--- src/mcs_defines.svh ---
// Register offsets, field positions, reset values and timing counts for the clock select block.
// Assumes a 32-bit register port with byte addresses; included by bare name.
`ifndef MCS_DEFINES_SVH
`define MCS_DEFINES_SVH
// Register byte offsets
`define MCS_OFF_MAIN_CLOCK_CONTROL 10'h000
`define MCS_OFF_CPU_CLOCK_SELECT 10'h004
`define MCS_OFF_BUS_CLOCK_SELECT 10'h008
`define MCS_OFF_PERIPH_A_CLOCK_SELECT 10'h00C
`define MCS_OFF_PERIPH_B_CLOCK_SELECT 10'h010
`define MCS_OFF_CPU_CLOCK_GATE 10'h020
`define MCS_OFF_BUS_CLOCK_GATE 10'h024
`define MCS_OFF_PERIPH_A_CLOCK_GATE 10'h028
`define MCS_OFF_PERIPH_B_CLOCK_GATE 10'h02C
`define MCS_OFF_DIVIDED_CLOCK_GATE 10'h040
`define MCS_OFF_FAILURE_DETECTOR_CONTROL 10'h054
`define MCS_OFF_WRITE_UNLOCK 10'h058
`define MCS_OFF_IRQ_ENABLE 10'h0C0
`define MCS_OFF_IRQ_DISABLE 10'h0C4
`define MCS_OFF_IRQ_MASK 10'h0C8
`define MCS_OFF_IRQ_STATUS 10'h0CC
`define MCS_OFF_IRQ_CLEAR 10'h0D0
`define MCS_OFF_MANAGER_STATUS 10'h0D4
`define MCS_OFF_PERIPH_POWER_CONTROL 10'h160
`define MCS_OFF_RESET_CAUSE 10'h180
`define MCS_OFF_WAKE_CAUSE 10'h184
`define MCS_OFF_ASYNC_WAKE_ENABLE 10'h188
`define MCS_OFF_CONFIGURATION_INFO 10'h3F8
`define MCS_OFF_VERSION_INFO 10'h3FC
// Reset values
`define MCS_RST_ZERO 32'h00000000
`define MCS_RST_CPU_CLOCK_GATE 32'h00010001
`define MCS_RST_BUS_CLOCK_GATE 32'h0000007F
`define MCS_RST_PERIPH_A_CLOCK_GATE 32'h00FFFFFF
`define MCS_RST_PERIPH_B_CLOCK_GATE 32'h0000000F
`define MCS_RST_DIVIDED_CLOCK_GATE 32'h0000007F
`define MCS_RST_PERIPH_POWER_CONTROL 32'h000001FA
`define MCS_RST_CONFIGURATION_INFO 32'h00000043
// Arbitrary version value, not tied to any part
`define MCS_VERSION_VALUE 32'h00000100
// Field positions and widths
`define MCS_SEL_W 3
`define MCS_DIV_BIT 7
`define MCS_SEL_MASK 32'h00000087
`define MCS_MAIN_SEL_MASK 32'h00000007
`define MCS_FDC_MASK 32'h80000001
// Status and interrupt bit positions
`define MCS_ST_CFD 0
`define MCS_ST_READY 5
`define MCS_ST_W 6
`define MCS_ST_RESET_VAL 6'h20
// Cycles from a select write until the new ratio is in force
`define MCS_SETTLE_CYCLES 4'h8
`endif

--- src/mcs_pkg.sv ---
// Types shared by the clock select block.
// Assumes the defines header provides all numeric constants.
package mcs_pkg;
    // Main clock sources by select code
    typedef enum logic [2:0] {
        MCS_SRC_SYSTEM_RC_OSC = 3'h0,
        MCS_SRC_CRYSTAL_OSC_ZERO = 3'h1,
        MCS_SRC_FREQ_LOCKED_LOOP = 3'h2,
        MCS_SRC_FAST_RC_OSC = 3'h3
    } mcs_source_t;
    // Ratio update sequencer, one-hot
    typedef enum logic [1:0] {
        MCS_ST_IDLE = 2'b01,
        MCS_ST_SETTLE = 2'b10
    } mcs_state_t;
endpackage : mcs_pkg

--- src/mcs_clock_select.sv ---
// Main clock source select and CPU clock prescaler of the power manager.
// Assumes a single 250 MHz clock, synchronous active-high reset and a plain
// register port with read data one cycle after the read strobe.
// Software must keep to the ready handshake; select writes are not locked.
//
// Design decision made here: the plain strobed port.
`include "mcs_defines.svh"
module mcs_clock_select (
    input wire logic clock,
    input wire logic rst,
    input wire logic [9:0] reg_addr,
    input wire logic [31:0] reg_wdata,
    input wire logic reg_write,
    input wire logic reg_read,
    output logic [31:0] reg_rdata,
    input wire logic main_clock_fail,
    input wire logic [31:0] reset_cause_in,
    input wire logic [31:0] wake_cause_in,
    output logic [2:0] main_source_sel,
    output logic cpu_divide_enable,
    output logic [2:0] cpu_prescale_exp,
    output logic [8:0] cpu_divide_ratio,
    output logic cpu_clock_tick,
    output logic irq
);
    // Failure and cause pins from other domains, two-stage synchronisers
    logic fail_meta;
    logic fail_sync;
    logic [31:0] reset_cause_meta;
    logic [31:0] reset_cause_sync;
    logic [31:0] wake_cause_meta;
    logic [31:0] wake_cause_sync;
    logic fail_prev;
    logic fail_event;
    // Software-visible registers
    logic [31:0] main_clock_control;
    logic [31:0] cpu_clock_select;
    logic [31:0] periph_a_clock_select;
    logic [31:0] periph_b_clock_select;
    logic [31:0] cpu_clock_gate;
    logic [31:0] bus_clock_gate;
    logic [31:0] periph_a_clock_gate;
    logic [31:0] periph_b_clock_gate;
    logic [31:0] divided_clock_gate;
    logic [31:0] failure_detector_control;
    logic [31:0] periph_power_control;
    logic [31:0] async_wake_enable;
    logic [`MCS_ST_W-1:0] irq_mask;
    logic [`MCS_ST_W-1:0] irq_status;
    logic [`MCS_ST_W-1:0] manager_status;
    logic [`MCS_ST_W-1:0] status_prev;
    // Ratio sequencer
    mcs_pkg::mcs_state_t state;
    logic [3:0] settle_cnt;
    logic [2:0] active_exp;
    logic active_div;
    logic [7:0] div_cnt;
    // Write decode
    logic wr_main;
    logic wr_cpu;
    logic wr_pba;
    logic wr_pbb;
    logic sel_write;

    // Address match for a write strobe
    function automatic logic hit(input logic [9:0] a, input logic [9:0] off);
        // Full ten-bit compare, no aliasing
        hit = (a == off);
    endfunction : hit

    // Division ratio of a select value
    function automatic logic [8:0] ratio(input logic dv, input logic [2:0] ex);
        // Two to the power of exponent plus one
        ratio = dv ? (9'h002 << ex) : 9'h001;
    endfunction : ratio

    assign wr_main = reg_write && hit(reg_addr, `MCS_OFF_MAIN_CLOCK_CONTROL);
    assign wr_cpu = reg_write && hit(reg_addr, `MCS_OFF_CPU_CLOCK_SELECT);
    assign wr_pba = reg_write && hit(reg_addr, `MCS_OFF_PERIPH_A_CLOCK_SELECT);
    assign wr_pbb = reg_write && hit(reg_addr, `MCS_OFF_PERIPH_B_CLOCK_SELECT);
    assign sel_write = wr_cpu || wr_pba || wr_pbb;

    // Synchronise foreign inputs
    always_ff @(posedge clock) begin
        if (rst) begin
            fail_meta <= 1'b0;
            fail_sync <= 1'b0;
            fail_prev <= 1'b0;
            reset_cause_meta <= `MCS_RST_ZERO;
            reset_cause_sync <= `MCS_RST_ZERO;
            wake_cause_meta <= `MCS_RST_ZERO;
            wake_cause_sync <= `MCS_RST_ZERO;
        end else begin
            // Two stages before any logic reads a pin
            fail_meta <= main_clock_fail;
            fail_sync <= fail_meta;
            fail_prev <= fail_sync;
            // Cause words are quasi-static levels
            reset_cause_meta <= reset_cause_in;
            reset_cause_sync <= reset_cause_meta;
            wake_cause_meta <= wake_cause_in;
            wake_cause_sync <= wake_cause_meta;
        end
    end

    // Failure counts only while detector enabled and source is not RC
    // Only the rising edge of a failure counts, once
    assign fail_event = fail_sync && !fail_prev && failure_detector_control[0]
        && (main_clock_control[2:0] != mcs_pkg::MCS_SRC_SYSTEM_RC_OSC);

    // Main clock control; failure forces RC and wins over a write
    always_ff @(posedge clock) begin
        if (rst) begin
            // RC source after reset
            main_clock_control <= `MCS_RST_ZERO;
        end else if (fail_event) begin
            // Detected failure falls back to RC
            main_clock_control <= `MCS_RST_ZERO;
        end else if (wr_main) begin
            // Keep only the source code field
            main_clock_control <= reg_wdata & `MCS_MAIN_SEL_MASK;
        end
    end

    // Clock select registers
    always_ff @(posedge clock) begin
        if (rst) begin
            cpu_clock_select <= `MCS_RST_ZERO;
            periph_a_clock_select <= `MCS_RST_ZERO;
            periph_b_clock_select <= `MCS_RST_ZERO;
        end else begin
            // CPU ratio request, applied after settling
            if (wr_cpu) begin
                cpu_clock_select <= reg_wdata & `MCS_SEL_MASK;
            end
            // Peripheral selects are stored and restart settling, but drive no output
            if (wr_pba) begin
                periph_a_clock_select <= reg_wdata & `MCS_SEL_MASK;
            end
            if (wr_pbb) begin
                periph_b_clock_select <= reg_wdata & `MCS_SEL_MASK;
            end
        end
    end

    // Plain storage registers
    always_ff @(posedge clock) begin
        if (rst) begin
            // Gate masks come up with their default enables
            cpu_clock_gate <= `MCS_RST_CPU_CLOCK_GATE;
            bus_clock_gate <= `MCS_RST_BUS_CLOCK_GATE;
            periph_a_clock_gate <= `MCS_RST_PERIPH_A_CLOCK_GATE;
            periph_b_clock_gate <= `MCS_RST_PERIPH_B_CLOCK_GATE;
            divided_clock_gate <= `MCS_RST_DIVIDED_CLOCK_GATE;
            failure_detector_control <= `MCS_RST_ZERO;
            periph_power_control <= `MCS_RST_PERIPH_POWER_CONTROL;
            async_wake_enable <= `MCS_RST_ZERO;
        end else if (reg_write) begin
            // One decode per write strobe
            unique case (reg_addr)
                `MCS_OFF_CPU_CLOCK_GATE: cpu_clock_gate <= reg_wdata;
                `MCS_OFF_BUS_CLOCK_GATE: bus_clock_gate <= reg_wdata;
                `MCS_OFF_PERIPH_A_CLOCK_GATE: periph_a_clock_gate <= reg_wdata;
                `MCS_OFF_PERIPH_B_CLOCK_GATE: periph_b_clock_gate <= reg_wdata;
                `MCS_OFF_DIVIDED_CLOCK_GATE: divided_clock_gate <= reg_wdata;
                `MCS_OFF_FAILURE_DETECTOR_CONTROL: failure_detector_control <= reg_wdata & `MCS_FDC_MASK;
                `MCS_OFF_PERIPH_POWER_CONTROL: periph_power_control <= reg_wdata;
                `MCS_OFF_ASYNC_WAKE_ENABLE: async_wake_enable <= reg_wdata;
                // Reserved and read-only offsets drop writes
                default: ;
            endcase
        end
    end

    // Sequencer: a select write restarts settling, then new ratio applies
    always_ff @(posedge clock) begin
        if (rst) begin
            state <= mcs_pkg::MCS_ST_IDLE;
            settle_cnt <= 4'h0;
            active_div <= 1'b0;
            active_exp <= 3'h0;
        end else if (sel_write) begin
            // Any select write restarts the settle count
            state <= mcs_pkg::MCS_ST_SETTLE;
            settle_cnt <= `MCS_SETTLE_CYCLES;
        end else begin
            unique case (state)
                mcs_pkg::MCS_ST_IDLE: begin
                    // Nothing pending
                    settle_cnt <= 4'h0;
                end
                mcs_pkg::MCS_ST_SETTLE: begin
                    if (settle_cnt == 4'h1) begin
                        // New CPU ratio takes effect here
                        active_div <= cpu_clock_select[`MCS_DIV_BIT];
                        active_exp <= cpu_clock_select[2:0];
                        state <= mcs_pkg::MCS_ST_IDLE;
                    end
                    // Count down towards the switch-over
                    settle_cnt <= settle_cnt - 4'h1;
                end
            endcase
        end
    end

    // Manager status: ready and failure level
    always_ff @(posedge clock) begin
        if (rst) begin
            manager_status <= `MCS_ST_RESET_VAL;
        end else begin
            // Ready clears on a select write, sets when settled
            if (sel_write) begin
                manager_status[`MCS_ST_READY] <= 1'b0;
            end else if (state == mcs_pkg::MCS_ST_SETTLE && settle_cnt == 4'h1) begin
                manager_status[`MCS_ST_READY] <= 1'b1;
            end
            // Failure level, cleared by any main control write while the source is RC
            if (fail_event) begin
                manager_status[`MCS_ST_CFD] <= 1'b1;
            end else if (main_clock_control[2:0] == mcs_pkg::MCS_SRC_SYSTEM_RC_OSC && wr_main) begin
                manager_status[`MCS_ST_CFD] <= 1'b0;
            end
        end
    end

    // Interrupt status: set on rising status bit, set wins over clear
    always_ff @(posedge clock) begin
        if (rst) begin
            status_prev <= `MCS_ST_RESET_VAL;
            irq_status <= '0;
        end else begin
            // Edge detect against last cycle's status
            status_prev <= manager_status;
            irq_status <= (irq_status & ~((reg_write && hit(reg_addr, `MCS_OFF_IRQ_CLEAR))
                ? reg_wdata[`MCS_ST_W-1:0] : '0))
                | (manager_status & ~status_prev);
        end
    end

    // Interrupt mask: enable sets, disable clears
    always_ff @(posedge clock) begin
        if (rst) begin
            irq_mask <= '0;
        end else if (reg_write && hit(reg_addr, `MCS_OFF_IRQ_ENABLE)) begin
            // Enable writes add mask bits
            irq_mask <= irq_mask | reg_wdata[`MCS_ST_W-1:0];
        end else if (reg_write && hit(reg_addr, `MCS_OFF_IRQ_DISABLE)) begin
            // Disable writes remove mask bits
            irq_mask <= irq_mask & ~reg_wdata[`MCS_ST_W-1:0];
        end
    end

    // Read data, one cycle after the strobe, zero elsewhere
    always_ff @(posedge clock) begin
        if (rst) begin
            reg_rdata <= `MCS_RST_ZERO;
        end else if (reg_read) begin
            // Decode the read address
            unique case (reg_addr)
                `MCS_OFF_MAIN_CLOCK_CONTROL: reg_rdata <= main_clock_control;
                `MCS_OFF_CPU_CLOCK_SELECT: reg_rdata <= cpu_clock_select;
                `MCS_OFF_BUS_CLOCK_SELECT: reg_rdata <= cpu_clock_select;
                `MCS_OFF_PERIPH_A_CLOCK_SELECT: reg_rdata <= periph_a_clock_select;
                `MCS_OFF_PERIPH_B_CLOCK_SELECT: reg_rdata <= periph_b_clock_select;
                `MCS_OFF_CPU_CLOCK_GATE: reg_rdata <= cpu_clock_gate;
                `MCS_OFF_BUS_CLOCK_GATE: reg_rdata <= bus_clock_gate;
                `MCS_OFF_PERIPH_A_CLOCK_GATE: reg_rdata <= periph_a_clock_gate;
                `MCS_OFF_PERIPH_B_CLOCK_GATE: reg_rdata <= periph_b_clock_gate;
                `MCS_OFF_DIVIDED_CLOCK_GATE: reg_rdata <= divided_clock_gate;
                `MCS_OFF_FAILURE_DETECTOR_CONTROL: reg_rdata <= failure_detector_control;
                `MCS_OFF_IRQ_MASK: reg_rdata <= {26'h0, irq_mask};
                `MCS_OFF_IRQ_STATUS: reg_rdata <= {26'h0, irq_status};
                `MCS_OFF_MANAGER_STATUS: reg_rdata <= {26'h0, manager_status};
                `MCS_OFF_PERIPH_POWER_CONTROL: reg_rdata <= periph_power_control;
                `MCS_OFF_RESET_CAUSE: reg_rdata <= reset_cause_sync;
                `MCS_OFF_WAKE_CAUSE: reg_rdata <= wake_cause_sync;
                `MCS_OFF_ASYNC_WAKE_ENABLE: reg_rdata <= async_wake_enable;
                `MCS_OFF_CONFIGURATION_INFO: reg_rdata <= `MCS_RST_CONFIGURATION_INFO;
                `MCS_OFF_VERSION_INFO: reg_rdata <= `MCS_VERSION_VALUE;
                // Write-only and reserved read zero
                default: reg_rdata <= `MCS_RST_ZERO;
            endcase
        end else begin
            // Bus idles at zero between reads
            reg_rdata <= `MCS_RST_ZERO;
        end
    end

    // CPU clock tick generator from applied ratio
    always_ff @(posedge clock) begin
        if (rst) begin
            div_cnt <= 8'h00;
            cpu_clock_tick <= 1'b0;
        end else if (!active_div) begin
            // Undivided: tick every cycle
            div_cnt <= 8'h00;
            cpu_clock_tick <= 1'b1;
        end else if (div_cnt >= ratio(1'b1, active_exp) - 9'h001) begin
            // Last cycle of the period
            div_cnt <= 8'h00;
            cpu_clock_tick <= 1'b1;
        end else begin
            // Still inside the period
            div_cnt <= div_cnt + 8'h01;
            cpu_clock_tick <= 1'b0;
        end
    end

    // Registered clock control outputs
    always_ff @(posedge clock) begin
        if (rst) begin
            main_source_sel <= 3'h0;
            cpu_divide_enable <= 1'b0;
            cpu_prescale_exp <= 3'h0;
            cpu_divide_ratio <= 9'h001;
            irq <= 1'b0;
        end else begin
            main_source_sel <= main_clock_control[2:0];
            // Only settled ratio values reach the pins
            cpu_divide_enable <= active_div;
            cpu_prescale_exp <= active_exp;
            cpu_divide_ratio <= ratio(active_div, active_exp);
            // Level request while any unmasked bit is set
            irq <= |(irq_status & irq_mask);
        end
    end
endmodule : mcs_clock_select

--- config.mk ---
export PLATFORM = sky130hd
export DESIGN_NAME = mcs_clock_select
export DESIGN_NICKNAME = d
export VERILOG_FILES = /design/src/mcs_pkg.sv /design/src/mcs_clock_select.sv
export VERILOG_INCLUDE_DIRS = /design/src /design/src/src
export SDC_FILE = /design/constraint.sdc
export NUM_CORES = 1
export LEC_CHECK = 0
export ABC_AREA = 1
export BUFFER_PORTS_ARGS = -buffer_cell sky130_fd_sc_hd__buf_2
export CAP_MARGIN = 15
export CORE_UTILIZATION = 53
export DETAILED_ROUTE_END_ITERATION = 10
export GPL_ROUTABILITY_DRIVEN = 1
export GPL_TIMING_DRIVEN = 0
export PLACE_DENSITY = 0.82
export REMOVE_ABC_BUFFERS = 1
export SLEW_MARGIN = 20
export SYNTH_ARGS = -nofsm -noshare
export SYNTH_HDL_FRONTEND = slang
export SYNTH_SLANG_ARGS = --single-unit
export TNS_END_PERCENT = 50
--- constraint.sdc ---
create_clock -name clock -period 2.55 [get_ports clock]
set_clock_uncertainty 0.15 [all_clocks]
set_input_delay 0.3825 -clock clock [delete_from_list [all_inputs] [get_ports clock]]
set_output_delay 0.3825 -clock clock [all_outputs]
set_load 0.01 [all_outputs]
==> out/metrics.cfg <==
[die]
initial_core_util=0.542
io-pin-count=161
die-height_um=185
floorplan.die_area_um2=34300
row_count=66
die_width_um=185
floorplan.core_area_um2=32800

[timing]
timing.setup.tns_ns=0
report.final.setup_viol=0
final_worst_hold_slack_ns=0.0137
final.period_utilization=0.992
rsz0062_at_grt=yes
fin_crit_ns=2.53
final-hold-violation-count=0
relSlewSlack=0.246
clock.fmax_ghz=0.395
final_report_max_slew_violation_count=0
transition_time_at_the_pin_with_the_least_slew_margin_ns=1.13

[detailed_routing]
vias_per_cell=5.24
routed_wire_length_per_instance_um=15.8
postRouteAntennaNets=0
detail_route.iter0.violations=1427
route.final.wire_length_mm=47.9
drc=0
first_pass_iters=8
vias=15850

[setup_path]
critPathMaxStageDelay_ns=0.37
timing.setup.critical_path_class=flip-flop to flip-flop
crit_path_start_kind=flip-flop
worst-endpoint-required_ns=2.87
critPathMostFrequentCell=sky130_fd_sc_hd__nand2_1
timing.critical_path.cells=inv_2, nor2_2, nand2_2, ha_4, inv_2, a211oi_2, nand2_1, nand2_1, o21ai_2, ha_1, nand3_2, inv_1, nand2_1, nand2_1, a21oi_2, nand2_2, nor3_2
worstPathArrival_ns=2.85
worst_path_fanout_max=7
setup.worst_path.end_class=flip-flop
cpMaxStageDelayCell=sky130_fd_sc_hd__dfxtp_4
crit_buf_inv=3
crit_family=simple AND/OR/NAND/NOR gates

[logic_synthesis]
synth_flop_cell=sky130_fd_sc_hd__dfxtp_1
ys_warn_count=0
seq_area_frac_synth=0.513
adder_cell_area_share_of_the_yosys_netlist=0.00774
netlist_area_um2=17800
combinational_family_with_the_most_area_after_synthesis=simple AND/OR/NAND/NOR gates
synth_simple_gate_area_share=0.199
synthesized_instance_count=2368
synthesis.area_per_instance_um2=7.51
synthArstFlopShare=0
compound_cell_area_share_of_the_yosys_netlist=0.165
synth-edff-count=0
postSynthRegisterBits=456
mux_cell_area_share_after_synthesis=0
yosys.area_share.xor_xnor=0.00345
cell_variety_after_synth=37

[final_layout]
area_delta_synth_final_pct=19.7
final_cell_mix=453 x sky130_fd_sc_hd__dfxtp_1, 385 x sky130_fd_sc_hd__inv_1, 350 x sky130_fd_sc_hd__nand2_1
post_route_cells_drive_above_1_share=0.124
fin_nets=2667
final_common_cell=sky130_fd_sc_hd__dfxtp_1
finalInstanceArea_um2=21300

[placed_design]
io_buffers=160
hpwl_mm=27.4
place_congestion=0.941
post_dp_cell_area_um2=18800

[cts]
clk_pin_slew_ns=0.06
numCtsBuffers=46
cts_root_buf=sky130_fd_sc_hd__clkbuf_16
numClockSinks=456
clkLatencyLatePin_ns=0.54
cts_tree=done
clk_path_buf_depth=3
htree_num_levels=2

[global_routing]
grt.overflow.total=0
grt_start_max_net_pins=127
grt_antenna_before_repair=1
grtUsageTotal=0.276
global_route_wire_length_before_repair_mm=75.2
first_global_vias=15104

[job]
maxCapViolations=0

[power]
power_per_cell_area_nw_per_um2=700
maximum_vdd_drop_mv=0.630
finalPower_mw=14.9
power_leakage_nw=9.04

[min_path]
timing.hold.worst.class=primary input to flip-flop

[run_status]
run_status=complete, no violations

[repair_timing]
item,4_1_cts,5_1_grt
hold endpoints to repair,68,0
resized for setup,14,26
setup endpoints to repair,126,92
cloned,1,1
setup buffers,2,5
pin swaps,2,11
hold buffers,68,0
[report_power, final]
group,total (mW),switching (mW),internal [mW]
Combinational,0.584,0.364,0.220
Sequential,7.25,0.0279,7.22
Clock,7.07,2.80,4.27
[worst reg2reg max path, stage by stage, from the launching register on]
cell	delay [ns]
sky130_fd_sc_hd__dfxtp_4	0.37
sky130_fd_sc_hd__inv_2	0.09
sky130_fd_sc_hd__nor2_2	0.05
sky130_fd_sc_hd__nand2_2	0.10
sky130_fd_sc_hd__ha_4	0.16
sky130_fd_sc_hd__inv_2	0.04
sky130_fd_sc_hd__a211oi_2	0.24
sky130_fd_sc_hd__nand2_1	0.08
sky130_fd_sc_hd__nand2_1	0.07
sky130_fd_sc_hd__o21ai_2	0.07
sky130_fd_sc_hd__ha_1	0.34
sky130_fd_sc_hd__nand3_2	0.09
sky130_fd_sc_hd__inv_1	0.04
sky130_fd_sc_hd__nand2_1	0.05
sky130_fd_sc_hd__nand2_1	0.05
sky130_fd_sc_hd__a21oi_2	0.15
sky130_fd_sc_hd__nand2_2	0.14
sky130_fd_sc_hd__nor3_2	0.17
[flip-flops by register name (all words and copies together) (netlist names), 4 cells and up, named ones only]
signal and count:
cpu_clock_select 4, periph_b_clock_select 4, bus_clock_gate 32, periph_b_clock_gate 32
reg_rdata 32, periph_a_clock_gate 32, cpu_divide_ratio 9, wake_cause_meta 32
periph_a_clock_select 4, settle_cnt 4, async_wake_enable 32, irq_status 6
wake_cause_sync 32, div_cnt 8, divided_clock_gate 32, periph_power_control 32
reset_cause_sync 32, reset_cause_meta 32, cpu_clock_gate 32
[cells in the mapped netlist, types with 5 or more instances]
cell	n	share of area
sky130_fd_sc_hd__a211oi_1	26	0.011
sky130_fd_sc_hd__a21oi_1	189	0.053
sky130_fd_sc_hd__buf_2	19	0.0053
sky130_fd_sc_hd__buf_4	7	0.0030
sky130_fd_sc_hd__clkbuf_1	82	0.017
sky130_fd_sc_hd__dfxtp_1	456	0.51
sky130_fd_sc_hd__ha_1	11	0.0077
sky130_fd_sc_hd__inv_1	389	0.082
sky130_fd_sc_hd__inv_2	5	0.0011
sky130_fd_sc_hd__nand2_1	355	0.075
sky130_fd_sc_hd__nand2_2	7	0.0025
sky130_fd_sc_hd__nand3_1	82	0.023
sky130_fd_sc_hd__nand3_2	5	0.0028
sky130_fd_sc_hd__nand4_1	7	0.0025
sky130_fd_sc_hd__nor2_1	347	0.073
sky130_fd_sc_hd__nor2_2	6	0.0021
sky130_fd_sc_hd__nor2_4	14	0.0089
sky130_fd_sc_hd__nor3_1	13	0.0037
sky130_fd_sc_hd__o211ai_1	62	0.026
sky130_fd_sc_hd__o21ai_0	239	0.067
sky130_fd_sc_hd__o21ai_1	13	0.0037
sky130_fd_sc_hd__o22ai_1	7	0.0025
[path summary, 6_finish.rpt]
check                                     startpoint                      to  slack, ns  cells past startpoint
worst max register to register         active_exp[0]              div_cnt[3]       0.02                     17
worst min-delay path                   reg_wdata[26]  divided_clock_gate[26]       0.01                      3
worst min register to register  reset_cause_meta[28]    reset_cause_sync[28]       0.25                      2
worst max-delay path                   active_exp[0]              div_cnt[3]       0.02                     17
[per-stage QoR]
| stage | utilization | worst slack (ns) | cells |
|---|---|---|---|
| floorplan | - | -1.89 | 2256 |
| global placement | 0.569 | -8.92 | 2858 |
| detailed placement | 0.573 | -1.30 | 2861 |
| CTS | 0.644 | -0.0179 | 3015 |
| global route | 0.649 | -0.116 | 3022 |
| finish | 0.649 | 0.0198 | 3023 |
[area by class of cell]
cell class	count	area (µm²)
clock inverters	22	298
diodes	1	2.50
inverters	397	1510
well taps	442	553
clock buffers	61	1290
flip-flops and latches	456	9140
repair buffers	239	1650
multi-input cells	1405	6850
fillers	2667	11500
[layer usage]
layer  track usage  up-vias  part of all wire  routed length (µm)
met3        0.0397      145             0.067                3200
li1              -     7815                 -                   -
met1         0.340     7272              0.41               19800
met2         0.472      618              0.47               22600
met4         0.136        0             0.049                2340
met5             0        -                 0                   0
[kinds of logic after synthesis]
family,after synthesis
xor gates and xnor gates,7
adders and majority gates,11
buffers and inverters,509
AOI/OAI and AO/OA,540
DFF,456
and+or+nand+nor,845
No activity file was read; power rests on OpenSTA's default activity.
